<file path="src/rtl/pcd_port_map.vh">
// pcd_port_map.vh: register offsets, reset values and field positions
// assumes: included by the port block only; offsets are from the io block base
`ifndef PCD_PORT_MAP_VH
`define PCD_PORT_MAP_VH

// register index within one port (offset = port base + index)
`define PCD_REG_INPUT      4'h0
`define PCD_REG_OUTPUT     4'h1
`define PCD_REG_CELLOUT    4'h2
`define PCD_REG_LOADBLK    4'h3
`define PCD_REG_CELLIN     4'h4
`define PCD_REG_DRVEN      4'h5
`define PCD_REG_MODE       4'h6
`define PCD_REG_DIR        4'h7
`define PCD_REG_DRIVE      4'h8
// port field in the offset
`define PCD_PORT_MSB       5
`define PCD_PORT_LSB       4
`define PCD_PORT_A         2'h0
`define PCD_PORT_B         2'h1
`define PCD_PORT_C         2'h2
`define PCD_PORT_D         2'h3
// reset values
`define PCD_SETUP_RST      8'h00
`define PCD_LOADBLK_RST    8'h00
`define PCD_CELL_RST       8'h00
`define PCD_OUTPUT_RST     8'h00
// port d implements three pins
`define PCD_PORTD_MASK     8'h07
// drive select field split on ports a and b
`define PCD_AB_OPEN_MASK   8'hF0
`define PCD_AB_SLEW_MASK   8'h0F

`endif

</file>
<file path="src/rtl/pcd_port.v">
// pcd_port.v: configuration and data registers of four i/o ports
// assumes: host bus sampled on sys_clk, one-cycle wrEn/rdEn strobes decoded
// from the io block select; logic-array terms arrive synchronous to sys_clk
//
// Summary of operation
// - register bit n governs pin n only
// - mode, direction, drive registers reset to zero
// - mode bit 0 port io, 1 address out
// - mode register only on ports a, b
// - direction 1 output, 0 input; default input
// - output when direction or logic enable set; port d on direction only
// - port d direction has three bits only
// - drive bit 1 open drain, else push-pull
// - drive bit 1 fast slew, else slow
// - drive bit meaning differs per port
// - input register reads live pin levels
// - output register read back, drives enabled pins
// - cell write loads unmasked flip-flops, read returns
// - load-block bit 1 prevents host loading of that output cell, which holds during a host cell write; the array result loads on all other clocks
// - input cells latch pins, readable by host
// - enable register shows each driver enable; port d reads zero
// - cell registers only on ports a, b, c
// - host reaches registers by plain bus cycles
// - port c pins shared with scan programming
`timescale 1ns/1ps
`include "pcd_port_map.vh"

module pcd_port #(
   parameter NPORT = 4
) (
   // clock and reset
   input  wire         sys_clk,
   input  wire         nrst,
   // host register bus
   input  wire [5:0]   regAddr,
   input  wire [7:0]   wrData,
   input  wire         wrEn,
   input  wire         rdEn,
   output reg  [7:0]   rdData,
   // logic array side, per-port buses packed 8 bits each (a..d, cell buses a..c)
   input  wire [31:0]  arrayOe,
   input  wire [31:0]  arrayOut,
   input  wire [23:0]  cellInLoad,
   input  wire [15:0]  latchedAddr,
   input  wire         scanActive,
   input  wire [7:0]   scanOut,
   input  wire [7:0]   scanOe,
   output wire [23:0]  cellOut,
   output wire [23:0]  cellIn,
   // pins, four signals each
   input  wire [31:0]  pinIn,
   output wire [31:0]  pinOut,
   output wire [31:0]  pinOe,
   output wire [31:0]  fastSlew
);

   ////////////////////////////////////////////////////////////////////////////
   // register decode
   wire [1:0] selPort = regAddr[`PCD_PORT_MSB:`PCD_PORT_LSB];
   wire [3:0] selReg  = regAddr[3:0];

   // storage per port
   reg  [7:0] modeQ   [0:NPORT-1];
   reg  [7:0] dirQ    [0:NPORT-1];
   reg  [7:0] driveQ  [0:NPORT-1];
   reg  [7:0] outQ    [0:NPORT-1];
   reg  [7:0] cellQ   [0:NPORT-1];
   reg  [7:0] blockQ  [0:NPORT-1];
   reg  [7:0] cinQ    [0:NPORT-1];
   wire [7:0] enable  [0:NPORT-1];

   genvar p;
   generate
      for (p = 0; p < NPORT; p = p + 1) begin : gPort
         // which registers this port has
         localparam HAS_MODE = (p < 2);
         localparam HAS_CELL = (p < 3);
         localparam [7:0] PMASK = (p == 3) ? `PCD_PORTD_MASK : 8'hFF;
         wire hit = wrEn && (selPort == p);
         wire [7:0] oeTerm = arrayOe[p*8 +: 8];
         wire [7:0] aOut;
         wire [7:0] dOut;
         wire [7:0] openDrain;
         wire [7:0] scanEn;

         // setup and data registers, written at end of host write
         always @(posedge sys_clk) begin
            if (!nrst) begin
               modeQ[p]  <= `PCD_SETUP_RST;
               dirQ[p]   <= `PCD_SETUP_RST;
               driveQ[p] <= `PCD_SETUP_RST;
               outQ[p]   <= `PCD_OUTPUT_RST;
               blockQ[p] <= `PCD_LOADBLK_RST;
            end else if (hit) begin
               if (selReg == `PCD_REG_MODE && HAS_MODE)
                  modeQ[p] <= wrData;
               if (selReg == `PCD_REG_DIR)
                  dirQ[p] <= wrData & PMASK;
               if (selReg == `PCD_REG_DRIVE)
                  driveQ[p] <= wrData & PMASK;
               if (selReg == `PCD_REG_OUTPUT)
                  outQ[p] <= wrData & PMASK;
               if (selReg == `PCD_REG_LOADBLK && HAS_CELL)
                  blockQ[p] <= wrData;
            end
         end

         // output cells: array result each clock but a host cell write, which loads unblocked bits and holds blocked ones
         always @(posedge sys_clk) begin
            if (!nrst)
               cellQ[p] <= `PCD_CELL_RST;
            else if (!HAS_CELL)
               cellQ[p] <= `PCD_CELL_RST;
            else if (hit && selReg == `PCD_REG_CELLOUT)
               cellQ[p] <= (wrData & ~blockQ[p]) | (cellQ[p] & blockQ[p]);
            else
               cellQ[p] <= arrayOut[p*8 +: 8];
         end

         // input cells latch pins on their load strobe
         always @(posedge sys_clk) begin
            if (!nrst)
               cinQ[p] <= `PCD_CELL_RST;
            else if (HAS_CELL)
               cinQ[p] <= (pinIn[p*8 +: 8] & cellInLoad[p*8 +: 8])
                        | (cinQ[p] & ~cellInLoad[p*8 +: 8]);
         end

         // pin drive: address out when mode bit set, else data register
         assign aOut = (p == 0) ? latchedAddr[7:0] : latchedAddr[15:8];
         assign dOut = HAS_MODE ? ((modeQ[p] & aOut) | (~modeQ[p] & outQ[p]))
                                : outQ[p];
         assign enable[p] = ((p == 3) ? dirQ[p] : (dirQ[p] | oeTerm)) & PMASK;
         // open drain only releases the high level
         assign openDrain = (p == 3) ? 8'h00 :
                            (p == 2) ? driveQ[p] : (driveQ[p] & `PCD_AB_OPEN_MASK);
         assign fastSlew[p*8 +: 8] = (p == 2) ? 8'h00 :
                            (p == 3) ? driveQ[p] : (driveQ[p] & `PCD_AB_SLEW_MASK);
         // scan programming overrides the port c pins selected by scanOe while active
         assign scanEn = (p == 2 && scanActive) ? scanOe : 8'h00;
         assign pinOut[p*8 +: 8] = (scanEn & scanOut) | (~scanEn & dOut);
         assign pinOe[p*8 +: 8]  = scanEn |
                            (enable[p] & ~(openDrain & dOut));
      end
   endgenerate

   // cell outputs exist for ports a..c only, one driver per slice
   assign cellOut = {cellQ[2], cellQ[1], cellQ[0]};
   assign cellIn  = {cinQ[2], cinQ[1], cinQ[0]};

   ////////////////////////////////////////////////////////////////////////////
   // read mux, registered; reads change no state
   reg [7:0] rdMux;
   always @* begin
      rdMux = 8'h00;
      case (selReg)
         `PCD_REG_INPUT:   rdMux = pinIn[selPort*8 +: 8]
                                   & ((selPort == `PCD_PORT_D) ? `PCD_PORTD_MASK : 8'hFF);
         `PCD_REG_OUTPUT:  rdMux = outQ[selPort];
         `PCD_REG_CELLOUT: rdMux = cellQ[selPort];
         `PCD_REG_LOADBLK: rdMux = blockQ[selPort];
         `PCD_REG_CELLIN:  rdMux = cinQ[selPort];
         `PCD_REG_DRVEN:   rdMux = (selPort == `PCD_PORT_D) ? 8'h00 : enable[selPort];
         `PCD_REG_MODE:    rdMux = modeQ[selPort];
         `PCD_REG_DIR:     rdMux = dirQ[selPort];
         `PCD_REG_DRIVE:   rdMux = driveQ[selPort];
         default:          rdMux = 8'h00;
      endcase
   end

   always @(posedge sys_clk) begin
      if (!nrst)
         rdData <= 8'h00;
      else if (rdEn)
         rdData <= rdMux;
   end

endmodule // pcd_port

</file>
<file path="config.mk">
export PLATFORM = sky130hd
export DESIGN_NAME = pcd_port
export DESIGN_NICKNAME = d
export VERILOG_FILES = /design/src/rtl/pcd_port.v
export VERILOG_INCLUDE_DIRS = /design/src /design/src/rtl
export SDC_FILE = /design/constraint.sdc
export NUM_CORES = 1
export LEC_CHECK = 0
export BUFFER_PORTS_ARGS = -buffer_cell sky130_fd_sc_hd__buf_2
export CORE_ASPECT_RATIO = 1.25
export CORE_MARGIN = 5
export CORE_UTILIZATION = 40
export CTS_BUF_LIST = sky130_fd_sc_hd__clkbuf_8
export CTS_CLUSTER_SIZE = 10
export DETAILED_ROUTE_END_ITERATION = 8
export PLACE_DENSITY = 0.72
export SETUP_SLACK_MARGIN = 0.05
export SYNTH_ARGS = -nofsm -noshare
export SYNTH_HDL_FRONTEND = slang
export SYNTH_SLANG_ARGS = --single-unit
</file>
<file path="constraint.sdc">
create_clock -name sys_clk -period 2.31 [get_ports sys_clk]
set_input_delay 0.1155 -clock sys_clk [delete_from_list [all_inputs] [get_ports sys_clk]]
set_output_delay 0.1155 -clock sys_clk [all_outputs]
set_load 0.005 [all_outputs]
</file>
After elaboration in Yosys (flattened, before gate mapping)
Memories as Yosys holds them, arrays and structs flattened.
Index checks and enable logic that the tools add are counted.
- magnitude comparators: 1
- equal/unequal tests: 11
- shifts and indexed selects: 1
- muxes and demuxes: 110
- bitwise logic cells: 78
- reductions and logical operators: 9
- operators with widths (cell ; count):
    8-bit 2-to-1 mux ; 32
    8-bit bitwise AND ; 25
    8-bit OR ; 13
    8-bit NOT ; 12
    1-bit 2-to-1 mux ; 76
    8-bit case mux with 9 select lines ; 1
    32-bit by 6-bit indexed part select with 8-bit output ; 1
    1-bit OR ; 27
    8-bit binary-select mux with 2-bit select ; 1
    4-bit by 3-bit equality test with 1-bit output, second input constant ; 4
    4-bit by 2-bit equality test with 1-bit output, second input constant ; 2
    1-bit logical AND ; 7
    2-bit equality test, second input constant ; 2
    4-bit by 1-bit equality test with 1-bit output, second input constant ; 1
    4-bit equality test, second input constant ; 1
    4-bit logical NOT ; 1
    3-bit >= comparator, second input constant ; 1
    2-bit NOT with 3-bit output ; 1
    2-bit by 1-bit equality test with 1-bit output, second input constant ; 1
    2-bit logical NOT ; 1
- register bits: 8
- RAM bits: 224
- input port bits: 171
- output and inout port bits: 152
- word-level logic and storage cells: 218
- memories: 7
- memory list (memory ; words ; width ; rd ports ; clocked after Yosys merged registers in ; wr ports ; line ; RTL):
    blockQ ; 4 ; 8 ; 4 ; 0 ; 4 ; pcd_port.v:68 ; reg [7:0] blockQ [0:NPORT-1];
    cellQ ; 4 ; 8 ; 4 ; 0 ; 4 ; pcd_port.v:67 ; reg [7:0] cellQ [0:NPORT-1];
    cinQ ; 4 ; 8 ; 4 ; 0 ; 4 ; pcd_port.v:69 ; reg [7:0] cinQ [0:NPORT-1];
    dirQ ; 4 ; 8 ; 5 ; 0 ; 4 ; pcd_port.v:64 ; reg [7:0] dirQ [0:NPORT-1];
    driveQ ; 4 ; 8 ; 5 ; 0 ; 4 ; pcd_port.v:65 ; reg [7:0] driveQ [0:NPORT-1];
    modeQ ; 4 ; 8 ; 3 ; 0 ; 4 ; pcd_port.v:63 ; reg [7:0] modeQ [0:NPORT-1];
    1 more memories ; n/a ; n/a ; n/a ; n/a ; n/a ; n/a ;

Logic depth before layout (Yosys ltp)
Gate-level depths: netlist of the first run.
- word-level depth: 8
- mapped depth: 8
- gate-level depth less buffers: 5

Least setup slack after synthesis of the first run
No wires, ideal clock.
- path kind: input port to flip-flop
- from: in regAddr[4]
- to: mem modeQ[0][0], enable pin
- library setup time: 384 ps
- data arrival time: 1587 ps
- slack: 339 ps
- stages: 5
- path buffers: 3
- cells stage by stage: buf_6 buf_6 buf_6 or3b_1 o21ai_0
- RTL lines (element ; line ; RTL):
    start: declaration ; pcd_port.v:35 ; input wire [5:0] regAddr,
    end: declaration ; pcd_port.v:63 ;

==> results.py, run 1 <==
metrics = {
    "critical_path": {
        "cp.arrival_ps": 2350,
        "cp.required_ps": 2690,
        "end_kind": "register",
        "cp-start-kind": "register",
        "critPathKind": "reg -> reg",
        "cp_max_fo": 3,
    },
    "drt": {
        "vias": 8608,
        "antenna_left": 0,
        "drt_pre_antenna_iters": 5,
        "drc": 0,
        "avgRoutedWirePerCell_um": 22.5,
        "drt-vias-per-instance": 5.41,
        "routed_wl_um": 35800,
        "drtIter0Drc": 666,
    },
    "clock_tree": {
        "cts_buffers": 17,
        "postCtsSetupBuffers": 0,
        "clock_latency_ps": 490,
        "root_buffer": "clkbuf_8",
        "cts_tree": "yes",
        "path_clk_slew_ps": 100,
        "clk_path_buf_depth": 2,
        "clock-sinks": 177,
        "ctsHoldBuffers": 72,
        "htreeDepth": 4,
        "cts_resized": 0,
    },
    "sta": {
        "slew_violations": 0,
        "period_share_pct": 85.5,
        "hold_ws_ps": 139,
        "period_needed_ps": 1970,
        "finalSetupTns_ps": 0,
        "setup_viol": 0,
        "fmax_mhz": 507,
        "max-slew-margin-rel_pct": 52.4,
        "fin_skew_ps": 11.8,
        "hold_viol": 0,
        "rsz0062_at_grt": "no",
        "worstMarginPinSlew_ps": 711,
    },
    "synth": {
        "async_flop_share_pct": 0,
        "ys_ff_latch": 177,
        "syn_inst": 885,
        "ys_warn_count": 0,
        "seq_area_frac_synth_pct": 49.9,
        "synth-edff-count": 145,
        "synth_commonest_cells": "edfxtp_1 (145), and2_1 (130), mux2i_1 (95)",
        "yosysTopAreaCell": "edfxtp_1",
        "synth_ff_type": "edfxtp_1",
        "synth.most_common_cell": "edfxtp_1",
        "synth_top_area_share_pct": 43.5,
        "netlist_area_um2": 10000,
        "synth_area_leaders": "edfxtp_1 (44%), mux2i_1 (9.5%), and2_1 (8.1%)",
        "synth_cell_type_count": 51,
        "avgSynthCellArea_um2": 11.3,
    },
    "power": {
        "ir_drop_v": 0.000330,
        "power_density_nw_per_um2": 557,
        "p_total_mw": 7.17,
        "cellLeakagePower_nw": 5.39,
    },
    "final_layout": {
        "area_delta_synth_final_pct": 28.7,
        "fin_cells": 1591,
        "nets": 1418,
        "drive_above_1_share_pct": 32.5,
        "nFillCells": 2184,
    },
    "place": {
        "port-buffer-count": 270,
        "gp_congestion": 0.954,
        "numPlacedInstances": 1486,
        "dp_hpwl_um": 27100,
    },
    "global_route": {
        "grt.overflow.total": 0,
        "grt_pass1_wl_um": 51900,
        "grt_max_degree": 36,
        "grt_pass1_vias": 8761,
        "antenna_found_initial": 1,
        "track_usage_pct": 24.8,
    },
    "status": {
        "status": "completed",
    },
    "die": {
        "dieArea_um2": 28300,
        "top_level_ports": 323,
        "die_y_um": 187,
        "coreArea_um2": 24600,
        "start_util_pct": 40.7,
        "die_width_um": 151,
        "rows": 64,
    },
    "flow_run": {
        "cap_violations": 0,
    },
    "min_path": {
        "hold_path.class": "in -> reg",
    },
}
## kinds of logic (layout without fill, tap and decap cells)
family,Yosys count,count (layout),share of synthesized area [%]
other cells,2,56,0.0751
simple gates,310,310,17.0
buf+inv,96,418,5.73
flops,177,177,49.9
compound gates,162,162,11.6
mux,138,138,15.7
## per-layer routing
| metal | global-route usage [%] | vias up | routed length (um) |
|---|---|---|---|
| li1 | - | 3885 | - |
| met1 | 29.0 | 4162 | 12900 |
| met2 | 42.8 | 476 | 17900 |
| met3 | 5.19 | 83 | 3430 |
| met4 | 11.7 | 2 | 1590 |
| met5 | 0 | - | 8 |
## worst paths after layout
| path | cells after the start | slack [ps] | to | startpoint |
|---|---|---|---|---|
| worst max register to register | 4 | 340 | rdData[0] | outQ[2][0] |
| worst max-delay path | 4 | 340 | rdData[0] | outQ[2][0] |
| worst min-delay path | 3 | 140 | rdData[0] | rdEn |
| worst min register to register | 2 | 680 | cellQ[1][1] | cellQ[1][1] |
## worst max-delay path: stages (launching register included)
cell and delay, ps:
edfxtp_1 520, mux4_2 560, a22oi_1 280, o2111ai_1 220, o221a_2 280
## power breakdown
group          total [mW]  switching, mW  internal (mW)  leakage, nW
clock network        2.13           1.25          0.886        0.188
registers            3.78          0.149           3.63         1.65
logic                1.26          0.669          0.593         3.56
## stage by stage
| stage | cell area (um^2) | setup slack, ps | utilization, % |
|---|---|---|---|
| CTS | 12900 | 392 | 52.3 |
| finish | 12900 | 336 | 52.4 |
| floorplan | 10200 | 339 | - |
| global placement | 11800 | 319 | 47.8 |
| global route | 12900 | 338 | 52.3 |
| detailed placement | 11800 | 263 | 47.8 |
## cell type report
class                   count  area (um^2)  area share (%)
flip-flops and latches    177         4990            38.8
multi-input cells         665         4640            36.0
repair buffers            384         2430            18.9
well taps                 330          413            3.21
clock buffers              17          234            1.82
clock inverters            15          153            1.19
inverters                   2         7.51          0.0583
diodes                      1         2.50          0.0194
## layout by cell type (no fill, tap or decap), types with 3 or more instances in the layout
cell,count
buf_2,269
edfxtp_1,145
and2_1,130
mux2i_1,95
dlygate4sd3_1,72
nor2_1,56
conb_1,55
o21ai_0,51
nand2_1,47
buf_4,40
dfxtp_1,32
mux2_2,31
nor2b_1,31
o2bb2ai_1,31
a21oi_1,20
clkbuf_8,17
a22oi_1,14
mux4_2,12
or2_2,10
nor3_1,8
o211a_1,8
o221a_2,6
a221oi_1,5
inv_6,5
a211oi_1,4
o2111ai_1,4
o32ai_1,4
o21a_1,3
nand2b_1,3
nor3_2,3
nand3_1,3
o211ai_1,3
nor3b_1,3
nand4_1,3
clkinvlp_4,3
buf_12,3
No activity file was read; power rests on OpenSTA's default activity.
==> run 2, diff against run 1 <==
--- a/config.mk
+++ b/config.mk
@@ -6,8 +6,9 @@
 export SDC_FILE = /design/constraint.sdc
 export NUM_CORES = 1
 export LEC_CHECK = 0
+export ABC_AREA = 1
 export BUFFER_PORTS_ARGS = -buffer_cell sky130_fd_sc_hd__buf_2
-export CORE_ASPECT_RATIO = 1.25
+export CORE_ASPECT_RATIO = 0.8
 export CORE_MARGIN = 5
 export CORE_UTILIZATION = 40
 export CTS_BUF_LIST = sky130_fd_sc_hd__clkbuf_8
==> results.py, run 2 <==
metrics = {
    "status": {
        "status": "completed",
    },
    "clock_tree": {
        "cts_buffers": 17,
        "path_clk_slew_ps": 120,
        "cts_resized": 0,
        "htreeDepth": 4,
        "clk_path_buf_depth": 2,
        "clock_latency_ps": 500,
        "clock-sinks": 177,
        "root_buffer": "clkbuf_8",
        "cts_tree": "yes",
    },
    "power": {
        "intPower_mw": 4.96,
        "p_seq_share_pct": 51.8,
        "switchingPower_mw": 2.30,
        "power_density_nw_per_um2": 562,
        "ir_drop_v": 0.000355,
        "power_frac_comb_pct": 16.8,
        "cellLeakagePower_nw": 6.19,
        "p_total_mw": 7.26,
        "p_sw_share_pct": 31.7,
        "clkPwrFrac_pct": 31.4,
    },
    "die": {
        "dieArea_um2": 28400,
        "start_util_pct": 41.0,
        "die_width_um": 187,
        "die_y_um": 152,
        "coreArea_um2": 24500,
        "rows": 51,
        "top_level_ports": 323,
    },
    "final_layout": {
        "final_common_cell": "nand2_1",
        "final_cell_mix": "nand2_1 (478), buf_2 (270), nor2_1 (172)",
        "drive_above_1_share_pct": 23.3,
        "fin_cells": 2009,
        "area_delta_synth_final_pct": 28.6,
        "multi_input_area_um2": 4360,
        "regArea_um2": 4990,
        "fin_util_pct": 52.7,
        "nFillCells": 2370,
        "nets": 1848,
        "fin_area_um2": 12900,
    },
    "sta": {
        "period_share_pct": 75.1,
        "hold_viol": 0,
        "period_needed_ps": 1730,
        "slew_violations": 0,
        "worstMarginPinSlew_ps": 721,
        "setup_viol": 0,
        "timing.final.ws_setup_ps": 576,
        "finalSetupTns_ps": 0,
        "fin_skew_ps": 15.3,
        "hold_ws_ps": 14.7,
        "fmax_mhz": 577,
        "max-slew-margin-rel_pct": 51.9,
        "rsz0062_at_grt": "no",
    },
    "synth": {
        "synth.most_common_cell": "nand2_1",
        "netlist_area_um2": 10000,
        "synth_commonest_cells": "nand2_1 (478), nor2_1 (173), nand3_1 (154)",
        "synth_ff_type": "edfxtp_1",
        "ys_ff_latch": 177,
        "synth-edff-count": 145,
        "avgSynthCellArea_um2": 7.63,
        "synth_top_area_share_pct": 43.4,
        "synth_cell_type_count": 25,
        "async_flop_share_pct": 0,
        "syn_inst": 1316,
        "synth_area_leaders": "edfxtp_1 (43%), nand2_1 (18%), nand3_1 (7.7%)",
        "ys_warn_count": 0,
        "yosysTopAreaCell": "edfxtp_1",
        "seq_area_frac_synth_pct": 49.8,
    },
    "place": {
        "dp_hpwl_um": 29400,
        "gp_congestion": 0.938,
        "placed_area_um2": 11800,
        "preCtsSetupSlack_ps": 410,
        "port-buffer-count": 270,
        "numPlacedInstances": 1905,
    },
    "min_path": {
        "hold_path.class": "in -> reg",
    },
    "drt": {
        "avgRoutedWirePerCell_um": 19.3,
        "route.met2.wl_um": 17400,
        "wl_met3_um": 4310,
        "drtIter0Drc": 1329,
        "routed.top_layer": "met5",
        "drt_pre_antenna_iters": 6,
        "drc": 0,
        "vias": 10419,
        "drt-vias-per-instance": 5.19,
        "routed_wl_um": 38800,
        "wl_met1_um": 15900,
        "antenna_left": 0,
    },
    "global_route": {
        "antenna_found_initial": 3,
        "grt_max_degree": 55,
        "grt_pass1_wl_um": 57600,
        "track_usage_pct": 26.7,
        "grt_pass1_vias": 10131,
        "grt.overflow.total": 0,
    },
    "critical_path": {
        "cp.required_ps": 2190,
        "end_kind": "output pin",
        "critPathKind": "reg -> out",
        "cp.arrival_ps": 1620,
        "regToRegSetupSlack_ps": 830,
        "cp_max_fo": 2,
        "cp-start-kind": "register",
    },
    "flow_run": {
        "cap_violations": 0,
    },
}
[run 2: cell count changes in the layout (fill, tap and decap cells not counted), sizes merged, moves of 80 or more]
cell   delta
nand3   +152
and2    -130
mux2i    -95
nand2   +434
inv      +80
nor2    +123
[run 2: worst max-delay path, stage by stage (launching register included)]
cell and delay, ps:
edfxtp_1 420, mux2_2 370, a21boi_0 180, buf_2 150
[run 2: final timing paths]
path | start | end | cells past startpoint
max | modeQ[0][6] | pinOe[6] | 3
min | arrayOut[22] | cellQ[2][6] | 3
max reg2reg | blockQ[1][4] | rdData[4] | 8
min reg2reg | rdData[6] | rdData[6] | 2
[run 2: metal layers]
metal	global-route usage, %	up-vias
met5	0	-
met4	8.98	4
met3	6.85	76
met2	42.9	637
met1	35.6	4805
li1	-	4897
[run 2: cell type report]
| class | count | area share [%] |
|---|---|---|
| clock buffer | 17 | 1.81 |
| sequential | 177 | 38.7 |
| inverter | 84 | 2.44 |
| timing repair buffer | 388 | 18.8 |
| tap | 318 | 3.08 |
| clock inverter | 15 | 1.35 |
| antenna | 1 | 0.0194 |
| multi-input combinational | 1009 | 33.8 |
[run 2: timing repair]
item                                   4_1_cts  5_1_grt
hold buffers                                71        0
endpoints found under the hold margin       54        0
buffers inserted                             0        0
[run 2: power by group through the flow]
stage | Clock (mW) | Combinational (mW) | Sequential (mW)
floorplan | 0 | 0.606 | 3.79
global placement | 0 | 1.08 | 3.83
detailed placement | 0 | 1.09 | 3.83
CTS | 2.29 | 1.20 | 3.76
global route | 2.42 | 1.34 | 3.78
finish | 2.28 | 1.22 | 3.76
[run 2: logic make-up after synthesis]
group | synth area share, %
AOI/OAI and AO/OA | 5.49
buffers and inverters | 8.84
DFF | 49.8
muxes | 1.80
other | 0.0748
and+or+nand+nor | 34.0
